--- src/laac_defs.svh ---
// constants for the logic analyzer acquisition controller
`ifndef LAAC_DEFS_SVH
`define LAAC_DEFS_SVH
// -----------------------------------------------------------------------------
// register offsets (register index on the command port)
// -----------------------------------------------------------------------------
`define LAAC_REG_RATE 3'h0
`define LAAC_REG_POST 3'h1
`define LAAC_REG_TRIG 3'h2
`define LAAC_REG_CMD 3'h3
`define LAAC_REG_STATUS 3'h4
`define LAAC_REG_TRIG_ADDR 3'h5
`define LAAC_REG_LEVELS 3'h6
// -----------------------------------------------------------------------------
// field positions and reset values
// -----------------------------------------------------------------------------
`define LAAC_RATE_SLOW_BIT 15
`define LAAC_RATE_HALF_BIT 13
`define LAAC_RATE_QUARTER_BIT 14
`define LAAC_CMD_RUN_BIT 15
`define LAAC_RATE_RST 16'h0000
`define LAAC_POST_RST 12'h000
`define LAAC_TRIG_RST 16'h0000
`define LAAC_CMD_RST 16'h0000
`define LAAC_BANK_W 6
`define LAAC_WORD_ADDR_W 12
`define LAAC_MEM_ADDR_W 18
`endif

--- src/laac_pkg.sv ---
// types for the logic analyzer acquisition controller
package laac_pkg;
  // per-channel trigger condition: low byte is level, high byte is care mask
  typedef struct packed {
    logic [7:0] care;
    logic [7:0] level;
  } laac_trig_t;
  // word and address bound for the trace memory
  typedef struct packed {
    logic [17:0] addr;
    logic [15:0] data;
    logic we;
  } laac_mem_t;
  typedef enum logic [1:0] {LAAC_IDLE, LAAC_ARMED, LAAC_POST} laac_state_t;
endpackage

--- src/laac_acq.sv ---
// acquisition controller top: registers, capture path, memory bus multiplexer
`timescale 1ns/1ps
`include "laac_defs.svh"
module laac_acq
(
  input wire logic mclk, // 20 MHz base clock
  input wire logic sys_rst, // synchronous reset, active high
  input wire logic [2:0] reg_addr, // register index
  input wire logic [15:0] reg_wdata, // register write data
  input wire logic reg_wr, // register write strobe
  input wire logic reg_rd, // register read strobe
  output logic [15:0] reg_rdata, // read data, cycle after strobe
  input wire logic [17:0] host_addr, // host memory address
  input wire logic [15:0] host_wdata, // host memory write data
  input wire logic host_mem_rd, // host memory read strobe
  input wire logic host_mem_wr, // host memory write strobe
  output logic [15:0] host_rdata, // memory data returned to host
  input wire logic [7:0] probe_in, // analyzer inputs, asynchronous
  output logic [17:0] mem_addr, // shared memory address bus
  output logic [15:0] mem_dout, // memory data out
  output logic mem_doe, // memory data output enable
  input wire logic [15:0] mem_din, // memory data in
  output logic mem_we, // memory write strobe
  output logic mem_oe, // memory read enable
  output logic run // acquire bit
);
  // ---------------------------------------------------------------------------
  // storage
  // ---------------------------------------------------------------------------
  logic [15:0] rate_q;
  logic [11:0] post_q;
  laac_pkg::laac_trig_t trig_q;
  logic [5:0] bank_q;
  logic run_q;
  logic [7:0] sync1_q;
  logic [7:0] sync2_q;
  logic [7:0] input_level_latch;
  logic [7:0] ping_q;
  logic [12:0] cap_cnt_q;
  logic [11:0] post_cnt_q;
  logic [11:0] trig_addr_q;
  logic trig_seen_q;
  logic done_q;
  logic [15:0] word_q;
  logic word_we_q;
  logic [11:0] word_addr_q;
  logic [15:0] rdata_q;
  logic [15:0] host_rdata_q;
  laac_pkg::laac_state_t state_q;
  logic sample_tick;
  logic hit;
  logic wr_rate;
  logic wr_post;
  logic wr_trig;
  logic wr_cmd;
  logic start;
  logic stop;
  logic post_done;
  logic [11:0] mem_addr_word;
  logic mem_addr_lsb;
  logic [15:0] rd_mux;
  // ---------------------------------------------------------------------------
  // register decode
  // ---------------------------------------------------------------------------
  // configuration registers only change while idle so a capture keeps its setup
  assign wr_rate = reg_wr && reg_addr == `LAAC_REG_RATE && !run_q;
  assign wr_post = reg_wr && reg_addr == `LAAC_REG_POST && !run_q;
  assign wr_trig = reg_wr && reg_addr == `LAAC_REG_TRIG && !run_q;
  assign wr_cmd = reg_wr && reg_addr == `LAAC_REG_CMD;
  assign start = wr_cmd && reg_wdata[`LAAC_CMD_RUN_BIT] && !run_q;
  assign stop = wr_cmd && !reg_wdata[`LAAC_CMD_RUN_BIT];
  assign post_done = state_q == laac_pkg::LAAC_POST && sample_tick && post_cnt_q == 12'h000;
  always_ff @(posedge mclk)
  begin
    if (sys_rst)
    begin
      rate_q <= `LAAC_RATE_RST;
      post_q <= `LAAC_POST_RST;
      trig_q <= `LAAC_TRIG_RST;
      bank_q <= 6'h00;
    end
    else
    begin
      if (wr_rate)
        rate_q <= reg_wdata;
      if (wr_post)
        post_q <= reg_wdata[11:0];
      if (wr_trig)
        trig_q <= reg_wdata;
      if (wr_cmd && !run_q)
        bank_q <= reg_wdata[5:0];
    end
  end
  // status reads stay live during a capture
  assign rd_mux = (reg_addr == `LAAC_REG_STATUS) ? {13'h0000, trig_seen_q, done_q, run_q} :
                  (reg_addr == `LAAC_REG_TRIG_ADDR) ? {4'h0, trig_addr_q} :
                  (reg_addr == `LAAC_REG_LEVELS) ? {8'h00, input_level_latch} :
                  (reg_addr == `LAAC_REG_CMD) ? {run_q, 9'h000, bank_q} :
                  16'h0000;
  always_ff @(posedge mclk)
  begin
    if (sys_rst)
      rdata_q <= 16'h0000;
    else
      rdata_q <= reg_rd ? rd_mux : 16'h0000;
  end
  assign reg_rdata = rdata_q;
  // ---------------------------------------------------------------------------
  // acquisition state
  // ---------------------------------------------------------------------------
  // software stop and the end of the post count both drop the acquire bit
  always_ff @(posedge mclk)
  begin
    if (sys_rst)
    begin
      state_q <= laac_pkg::LAAC_IDLE;
      run_q <= 1'b0;
      done_q <= 1'b0;
    end
    else
    begin
      case (state_q)
        laac_pkg::LAAC_IDLE:
        begin
          if (start)
          begin
            state_q <= laac_pkg::LAAC_ARMED;
            run_q <= 1'b1;
            done_q <= 1'b0;
          end
        end
        laac_pkg::LAAC_ARMED:
        begin
          if (stop)
          begin
            state_q <= laac_pkg::LAAC_IDLE;
            run_q <= 1'b0;
          end
          else if (sample_tick && hit)
            state_q <= laac_pkg::LAAC_POST;
        end
        laac_pkg::LAAC_POST:
        begin
          if (stop || post_done)
          begin
            state_q <= laac_pkg::LAAC_IDLE;
            run_q <= 1'b0;
            done_q <= post_done;
          end
        end
        default:
        begin
          state_q <= laac_pkg::LAAC_IDLE;
          run_q <= 1'b0;
        end
      endcase
    end
  end
  assign run = run_q;
  laac_rate_gen u_rate
  (
    .mclk(mclk),
    .sys_rst(sys_rst),
    .run(run_q),
    .rate(rate_q),
    .sample_tick(sample_tick)
  );
  laac_trig_match u_match
  (
    .sample(sync2_q),
    .trig(trig_q),
    .hit(hit)
  );
  // ---------------------------------------------------------------------------
  // input path
  // ---------------------------------------------------------------------------
  // two flops before any use; the level latch is free-running for display
  always_ff @(posedge mclk)
  begin
    if (sys_rst)
    begin
      sync1_q <= 8'h00;
      sync2_q <= 8'h00;
      input_level_latch <= 8'h00;
    end
    else
    begin
      sync1_q <= probe_in;
      sync2_q <= sync1_q;
      input_level_latch <= sync2_q;
    end
  end
  // ---------------------------------------------------------------------------
  // capture counters and ping-pong pairing
  // ---------------------------------------------------------------------------
  // bit zero picks the latch; a full pair is written while the next sample comes
  always_ff @(posedge mclk)
  begin
    if (sys_rst || start)
    begin
      cap_cnt_q <= 13'h0000;
      ping_q <= 8'h00;
      word_q <= 16'h0000;
      word_we_q <= 1'b0;
      word_addr_q <= 12'h000;
    end
    else
    begin
      word_we_q <= 1'b0;
      if (run_q && sample_tick)
      begin
        cap_cnt_q <= cap_cnt_q + 13'h0001;
        if (!cap_cnt_q[0])
          ping_q <= sync2_q;
        else
        begin
          word_q <= {sync2_q, ping_q};
          word_we_q <= 1'b1;
          word_addr_q <= cap_cnt_q[12:1];
        end
      end
    end
  end
  // counter bit one drives the memory address lsb, one word per pair
  assign mem_addr_word = word_addr_q;
  assign mem_addr_lsb = mem_addr_word[0];
  // post-trigger counter holds until a match, then counts samples
  always_ff @(posedge mclk)
  begin
    if (sys_rst || start)
    begin
      post_cnt_q <= post_q;
      trig_addr_q <= sys_rst ? 12'h000 : trig_addr_q;
      trig_seen_q <= 1'b0;
    end
    else if (state_q == laac_pkg::LAAC_ARMED && sample_tick && hit)
    begin
      trig_addr_q <= cap_cnt_q[12:1];
      trig_seen_q <= 1'b1;
    end
    else if (state_q == laac_pkg::LAAC_POST && sample_tick && post_cnt_q != 12'h000)
      post_cnt_q <= post_cnt_q - 12'h001;
  end
  // ---------------------------------------------------------------------------
  // memory bus multiplexer
  // ---------------------------------------------------------------------------
  // host sees no memory at all while acquiring
  assign mem_addr = run_q ? {bank_q, mem_addr_word[11:1], mem_addr_lsb} : host_addr;
  assign mem_dout = run_q ? word_q : host_wdata;
  assign mem_doe = run_q ? 1'b1 : host_mem_wr;
  assign mem_we = run_q ? word_we_q : host_mem_wr;
  assign mem_oe = !run_q && host_mem_rd && !host_mem_wr;
  always_ff @(posedge mclk)
  begin
    if (sys_rst)
      host_rdata_q <= 16'h0000;
    else if (mem_oe)
      host_rdata_q <= mem_din;
  end
  assign host_rdata = host_rdata_q;
endmodule // laac_acq

--- src/laac_rate_gen.sv ---
// sample tick generator from the 20 MHz base clock
`timescale 1ns/1ps
`include "laac_defs.svh"
module laac_rate_gen
(
  input wire logic mclk, // base clock
  input wire logic sys_rst, // synchronous reset
  input wire logic run, // acquisition enabled
  input wire logic [15:0] rate, // sample-rate register
  output logic sample_tick // one-cycle sample enable
);
  logic [14:0] cnt_q;
  logic [14:0] cnt_d;
  logic [1:0] div_q;
  logic slow_sel;
  logic half_sel;
  logic quarter_sel;
  logic slow_tick;
  assign slow_sel = rate[`LAAC_RATE_SLOW_BIT];
  assign half_sel = rate[`LAAC_RATE_HALF_BIT];
  assign quarter_sel = rate[`LAAC_RATE_QUARTER_BIT];
  assign slow_tick = run && (cnt_q == 15'h0000);
  // load pre-count, count to zero, reload
  assign cnt_d = (!run || cnt_q == 15'h0000) ? rate[14:0] : cnt_q - 15'h0001;
  // ---------------------------------------------------------------------------
  // clock selection
  // ---------------------------------------------------------------------------
  // base_clock, base_clock_half and base_clock_quarter become enables, one clock only
  assign sample_tick = !run ? 1'b0 :
                       slow_sel ? slow_tick :
                       quarter_sel ? (div_q == 2'h3) :
                       half_sel ? div_q[0] : 1'b1;
  // divider and slow counter restart with each capture so the phase is fixed
  always_ff @(posedge mclk)
  begin
    if (sys_rst || !run)
    begin
      div_q <= 2'h0;
      cnt_q <= 15'h0000;
    end
    else
    begin
      div_q <= div_q + 2'h1;
      cnt_q <= cnt_d;
    end
  end
endmodule // laac_rate_gen

--- src/laac_trig_match.sv ---
// per-channel trigger comparator
`timescale 1ns/1ps
`include "laac_defs.svh"
module laac_trig_match
(
  input wire logic [7:0] sample, // current sample
  input wire laac_pkg::laac_trig_t trig, // trigger definition
  output logic hit // all cared channels match
);
  logic [7:0] chan_ok;
  // each channel: ignore, or match its programmed level
  genvar i;
  generate
    for (i = 0; i < 8; i = i + 1)
    begin : g_chan
      assign chan_ok[i] = !trig.care[i] || (sample[i] == trig.level[i]);
    end
  endgenerate
  assign hit = &chan_ok;
endmodule // laac_trig_match

--- config.mk ---
export PLATFORM = sky130hd
export DESIGN_NAME = laac_acq
export DESIGN_NICKNAME = d
export VERILOG_FILES = /design/src/laac_pkg.sv /design/src/laac_acq.sv /design/src/laac_rate_gen.sv /design/src/laac_trig_match.sv
export VERILOG_INCLUDE_DIRS = /design/src
export SDC_FILE = /design/constraint.sdc
export NUM_CORES = 1
export LEC_CHECK = 0
export BUFFER_PORTS_ARGS = -buffer_cell sky130_fd_sc_hd__buf_2
export CAP_MARGIN = 5
export CORE_ASPECT_RATIO = 2
export CORE_MARGIN = 10
export CORE_UTILIZATION = 60
export CTS_CLUSTER_SIZE = 10
export DETAILED_ROUTE_END_ITERATION = 10
export PLACE_DENSITY = 0.85
export SYNTH_ARGS = -nofsm -noshare
export SYNTH_HDL_FRONTEND = slang
export SYNTH_SLANG_ARGS = --single-unit
--- constraint.sdc ---
create_clock -name mclk -period 5.75 [get_ports mclk]
set_input_delay 0.575 -clock mclk [delete_from_list [all_inputs] [get_ports mclk]]
set_output_delay 0.575 -clock mclk [all_outputs]
set_load 0.01 [all_outputs]
# Word level (Yosys, flattened, before mapping)
# Index checks and enable logic that the tools add are counted.
# classes
reduce_logical	65
muxes	32
add_sub_neg	4
bitwise_logic	4
eq_ne	23
# ops
operator	count
$mux W12	8
$logic_and A1 B1 Y1	21
$mux W18	1
$mux W16	1
$logic_not A15 Y1	1
$mux W15	1
$sub A15 B1 Y15 const B	1
$add A13 B1 Y13 const B	1
$logic_not A12 Y1	1
$logic_or A1 B1 Y1	12
$mux W1	12
$reduce_bool A12 Y1	1
$sub A12 B1 Y12 const B	1
$logic_not A1 Y1	11
$eq A3 B3 Y1 const B	3
$reduce_and A3 Y1	3
$eq A1 B1 Y1	8
$mux W2	4
$ne A2 B2 Y1 const B	4
$reduce_and A2 Y1	4
$reduce_and A8 Y1	1
$eq A3 B2 Y1 const B	2
$mux W6	1
$pmux W2 S3	1
other kinds (17)	24
# totals
elab_cells	154
register_bits	202
input_bits	83
output_inout_bits	70

# Logic depth before layout (Yosys ltp)
# logic_depth
ltp_word	9
depth_mapped	9
ltp_nobuf	7

# Hierarchy
# Synthesis repeated with hierarchy kept, for this count alone.
# hier_totals
cells_unflattened	922
hier_area_um2	8374.3
# modules_own_cells
module	n_inst	seq_area_each_um2	cells_each	area_each_um2
laac_acq	1	3883.7	807	7340.8
laac_rate_gen	1	340.3	102	924.6
laac_trig_match	1	0.0	13	108.9

# Worst setup path after synthesis
# Ideal clock, no wire load.
# synth_timing
kind	register to register
start	reg u_rate.cnt_q[0]
end	reg post_cnt_q[0] (enable)
stages_incl_launch_ff	9
t_arrival_ns	2.585
synth_period_minus_slack_ns	2.982
path_slack_ns	2.768
required_time_ns	5.352
setup_time_ns	0.398
n_path_buf	1
path_cell_list	dfxtp_1 > inv_1 > ha_1 > nor4b_1 > nand4_2 > buf_2 > a21oi_1 > nand2_1 > o21ai_0
# synth_via
elab_chain_len	8
elab_cells_between_ends	11
cone_classes	eq/ne (1); mux (2); reduce/logical (8)
# synth_lines
element	line_no	text
start: declaration	laac_rate_gen.sv:12	logic [14:0] cnt_q;
start signal: assignment	laac_rate_gen.sv:44	cnt_q <= cnt_d;
$logic_not A15 Y1 *	laac_rate_gen.sv:22	assign slow_tick = run && (cnt_q == 15'h0000);
$logic_and A1 B1 Y1 *	laac_rate_gen.sv:22	
$mux W1 *	laac_rate_gen.sv:30	slow_sel ? slow_tick :
$mux W1 *	laac_rate_gen.sv:29	assign sample_tick = !run ? 1'b0 :
$logic_and A1 B1 Y1 (on tied branches) (2 in a row)	laac_acq.sv:236, laac_acq.sv:241	
$ne A2 B2 Y1 (no line) or $reduce_bool A2 Y1 (tied branches)	-	
$reduce_and A2 Y1 (no line) *	-	
end signal: assignment	laac_acq.sv:232	post_cnt_q <= post_q;
end signal: assignment	laac_acq.sv:242	post_cnt_q <= post_cnt_q - 12'h001;
end: declaration	laac_acq.sv:40	logic [11:0] post_cnt_q;
# Mark *: on every way between the ends. The rest lies on a longest branch, timed or not.
# A chain may end at the register's enable or synchronous reset.

# Worst setup path after layout
# layout_timing
start	reg u_rate.cnt_q[0]
end	reg trig_addr_q[6] (enable)
# layout_via
elab_chain_len	8
# layout_lines
element	line_no	text
$logic_not A15 Y1	laac_rate_gen.sv:22	
$logic_and A1 B1 Y1	laac_rate_gen.sv:22	
$mux W1	laac_rate_gen.sv:30	
$mux W1	laac_rate_gen.sv:29	
$logic_and A1 B1 Y1 (2 in a row)	laac_acq.sv:236	else if (state_q == laac_pkg::LAAC_ARMED && sample_tick && hit)
$reduce_bool A2 Y1 (no line)	-	
$reduce_and A2 Y1 (no line)	-	
end signal: assignment	laac_acq.sv:233	trig_addr_q <= sys_rst ? 12'h000 : trig_addr_q;
end signal: assignment	laac_acq.sv:238	trig_addr_q <= cap_cnt_q[12:1];
end: declaration	laac_acq.sv:41	logic [11:0] trig_addr_q;
# No other way between the ends.

==> results.sh <==
export IMPL_cp_start_kind="register"
export IMPL_cp_num_cells=7
export IMPL_synth_area_per_cell_um2=9.07
export IMPL_internal_power_w=0.00216
export IMPL_grt_overflow=0
export IMPL_worst_slew_pin_slew_ns=0.915
export IMPL_layout_drive_gt1_share=0.230
export IMPL_holdCritStartpoint="probe_in[2]"
export IMPL_cts_setup_buffers=0
export IMPL_path_clk_slew_ns=0.07
export IMPL_worstSetupPathType="reg -> reg"
export IMPL_rr_worst_depth=7
export IMPL_finish_utilization=0.716
export IMPL_synth_area_leaders="dfxtp_1 43%, edfxtp_1 8.7%, nand2_1 7.9%, mux2_2 5.2%, a21oi_1 3.8%"
export IMPL_switching_share=0.252
export IMPL_ant_nets=0
export IMPL_arrival_ns=3.48
export IMPL_crit_buf_inv=1
export IMPL_fillers=1029
export IMPL_required_ns=5.82
export IMPL_synth_most_common_cell="dfxtp_1"
export IMPL_fin_nets=1113
export IMPL_setup_tns_final_ns=0
export IMPL_place_hpwl_um=16300
export IMPL_p_seq_frac=0.507
export IMPL_htreeDepth=4
export IMPL_grt_util_all_layers=0.234
export IMPL_first_pass_iters=5
export IMPL_clock_tree_root_cell="clkbuf_16"
export IMPL_viasPerCell=5.80
export IMPL_grt_max_degree=62
export IMPL_reg2reg_from="u_rate.cnt_q[0]"
export IMPL_synth_edff_count=24
export IMPL_yosysWarnings=0
export IMPL_antenna_found_initial=0
export IMPL_ctsHoldBuffers=0
export IMPL_multi_input_area_mm2=0.00374
export IMPL_netlist_top_cells_count="175 x dfxtp_1, 174 x nand2_1, 62 x a21oi_1"
export IMPL_period_share=0.593
export IMPL_worstSkewPairLatency_ns=0.43
export IMPL_cp_end_kind="register"
export IMPL_path_delay_family="simple AND/OR/NAND/NOR gates"
export IMPL_vdd_ir_drop_max_v=0.000220
export IMPL_max_freq_ghz=0.293
export IMPL_relSlewSlack=0.389
export IMPL_die_area_mm2=0.0191
export IMPL_cts_made_buffers=17
export IMPL_period_needed_ns=3.41
export IMPL_clock_sinks=199
export IMPL_finalMaxSlewViolations=0
export IMPL_start_util=0.613
export IMPL_area_growth_syn_to_layout_pct=16.7
export IMPL_synth_top_area_cell="dfxtp_1"
export IMPL_power_frac_comb=0.070
export IMPL_yosysSeqAreaShare=0.513
export IMPL_crit_slowest_cell="nand4_2"
export IMPL_totalWireLength_um=22100
export IMPL_netlist_area_mm2=0.00824
export IMPL_rsz0062_at_grt="no"
export IMPL_outcome="complete, no violations"
export IMPL_ys_ff_latch=199
export IMPL_hold_path_class="in -> reg"
export IMPL_critPathMaxStageDelay_ns=0.64
export IMPL_cts_tree="yes"
export IMPL_r2r_slack_ns=2.34
export IMPL_cp_max_fo=23
export IMPL_whs_endpoint="sync1_q[2]"
export IMPL_syn_inst=909
export IMPL_wl_per_cell_um=18.5
export IMPL_vias=6920
export IMPL_grt_pass1_wl_um=34600
export IMPL_power_density_mw_per_mm2=300
export IMPL_reg2reg_to="trig_addr_q[6]"
export IMPL_antenna_cells=0
export IMPL_yosys_area_top_type_share=0.425
export IMPL_p_switching_w=0.000726
export IMPL_hold_viol=0
export IMPL_cap_violations=0
export IMPL_num_rows=60
export IMPL_port_buffers=149
export IMPL_drt_iter0_markers=384
export IMPL_clock_power_share=0.423
export IMPL_drcViolationCount=0
export IMPL_die_w_um=103
export IMPL_synthArstFlopShare=0
export IMPL_grt_pass1_vias=6975
export IMPL_fin_skew_ns=0.00865
export IMPL_post_synth_num_cell_types=56
export IMPL_clockBufferDepth=2
export IMPL_setup_viol=0
export IMPL_ys_flop_type="dfxtp_1"
export IMPL_cp_cell_sequence="inv_1 -> ha_1 -> nor4b_1 -> nand4_2 -> a21o_1 -> or4_4 -> nand2b_1"
export IMPL_io_pins=153
export IMPL_coreArea_mm2=0.0134
export IMPL_finalPower_w=0.00288
export IMPL_seq_area_mm2=0.00423
export IMPL_die_h_um=186
export IMPL_cts_repair_resized=0
export IMPL_gp_congestion=0.912
export IMPL_holdPathStages=2
export IMPL_p_leak_nw=3.87
==> logic make-up after synthesis <==
logic type / count (synthesis) / synth area share
AND/OR/NAND/NOR: 387 / 0.223
XOR/XNOR: 28 / 0.0298
multiplexers: 58 / 0.0764
buffers and inverters: 72 / 0.0366
AO/OA/AOI/OAI: 159 / 0.114
adder cells (fa/ha/maj): 5 / 0.00759
other: 1 / 0.000455
flip-flops: 199 / 0.513
==> worst register-to-register path, cell delays in order (launching register included) <==
cell      delay [ns]
dfxtp_1         0.34
inv_1           0.06
ha_1            0.18
nor4b_1         0.40
nand4_2         0.64
a21o_1          0.49
or4_4           0.53
nand2b_1        0.40
==> state kept, by name (all words and copies together), names as in the netlist, 12 cells and up <==
name / flops
u_rate.cnt_q: 15
cap_cnt_q: 13
post_q: 12
word_q: 16
mem_addr_word: 12
post_cnt_q: 12
rate_q: 16
reg_rdata: 13
trig_addr_q: 12
trig_q: 16
host_rdata: 16
==> power groups by stage <==
stage	Sequential, W	Clock (W)	Combinational (W)
finish	0.00146	0.00122	0.000203
CTS	0.00146	0.00122	0.000204
global route	0.00146	0.00128	0.000224
floorplan	0.00149	0	0.000122
detailed placement	0.00149	0	0.000202
global placement	0.00149	0	0.000198
==> cells in the final DEF, fill, tap and decap left out, types with 4 or more instances in the layout <==
| cell type | instances |
|---|---|
| nand2_1 | 174 |
| dfxtp_1 | 174 |
| buf_2 | 149 |
| a21oi_1 | 62 |
| nor2_1 | 59 |
| o21ai_0 | 52 |
| nand3_1 | 46 |
| mux2_2 | 38 |
| nor2b_1 | 32 |
| edfxtp_1 | 24 |
| mux2i_1 | 19 |
| clkbuf_16 | 19 |
| and2_1 | 18 |
| nor3_1 | 16 |
| xor2_1 | 15 |
| xnor2_1 | 13 |
| inv_1 | 12 |
| a22oi_1 | 12 |
| a211oi_1 | 8 |
| o31ai_1 | 6 |
| nand4_1 | 5 |
| ha_1 | 5 |
| buf_4 | 5 |
| nor4_1 | 4 |
| nand2b_1 | 4 |
| inv_6 | 4 |
| clkinv_8 | 4 |
==> metal layers <==
| layer | up-vias | global-route usage | wire (um) |
|---|---|---|---|
| li1 | 3341 | - | - |
| met1 | 3238 | 0.228 | 7680 |
| met2 | 263 | 0.418 | 11600 |
| met3 | 78 | 0.0650 | 1430 |
| met4 | 0 | 0.145 | 1350 |
| met5 | - | 0 | 0 |
==> metrics by stage <==
step / hold slack [ns] / instances / setup slack, ns / cell area, um^2
2_1_floorplan: 0.413 / 911 / 2.77 / 8250
3_3_place_gp: 0.416 / 1161 / 2.45 / 8990
3_5_place_dp: 0.429 / 1161 / 2.39 / 8990
4_1_cts: 0.345 / 1193 / 2.36 / 9620
5_1_grt: 0.349 / 1193 / 2.11 / 9620
6_report: 0.348 / 1193 / 2.34 / 9620
==> worst max path at each step <==
stage,startpoint,to,slack [ns]
2_1_floorplan,u_rate.cnt_q[0],post_cnt_q[0],2.77
3_3_place_gp,u_rate.cnt_q[0],trig_addr_q[10],2.45
3_5_place_dp,u_rate.cnt_q[0],trig_addr_q[9],2.39
4_1_cts,u_rate.cnt_q[0],trig_addr_q[1],2.36
5_1_grt,u_rate.cnt_q[0],trig_addr_q[1],2.11
6_report,u_rate.cnt_q[0],trig_addr_q[6],2.34
==> area by class of cell <==
cell class,instances,share of cell area
timing repair buffer,154,0.0814
sequential,199,0.439
inverter,13,0.00507
tap,155,0.0202
clock buffer,19,0.0494
clock inverter,13,0.0156
multi-input combinational,640,0.389
Note: power is estimated with default switching activity, not from simulation.
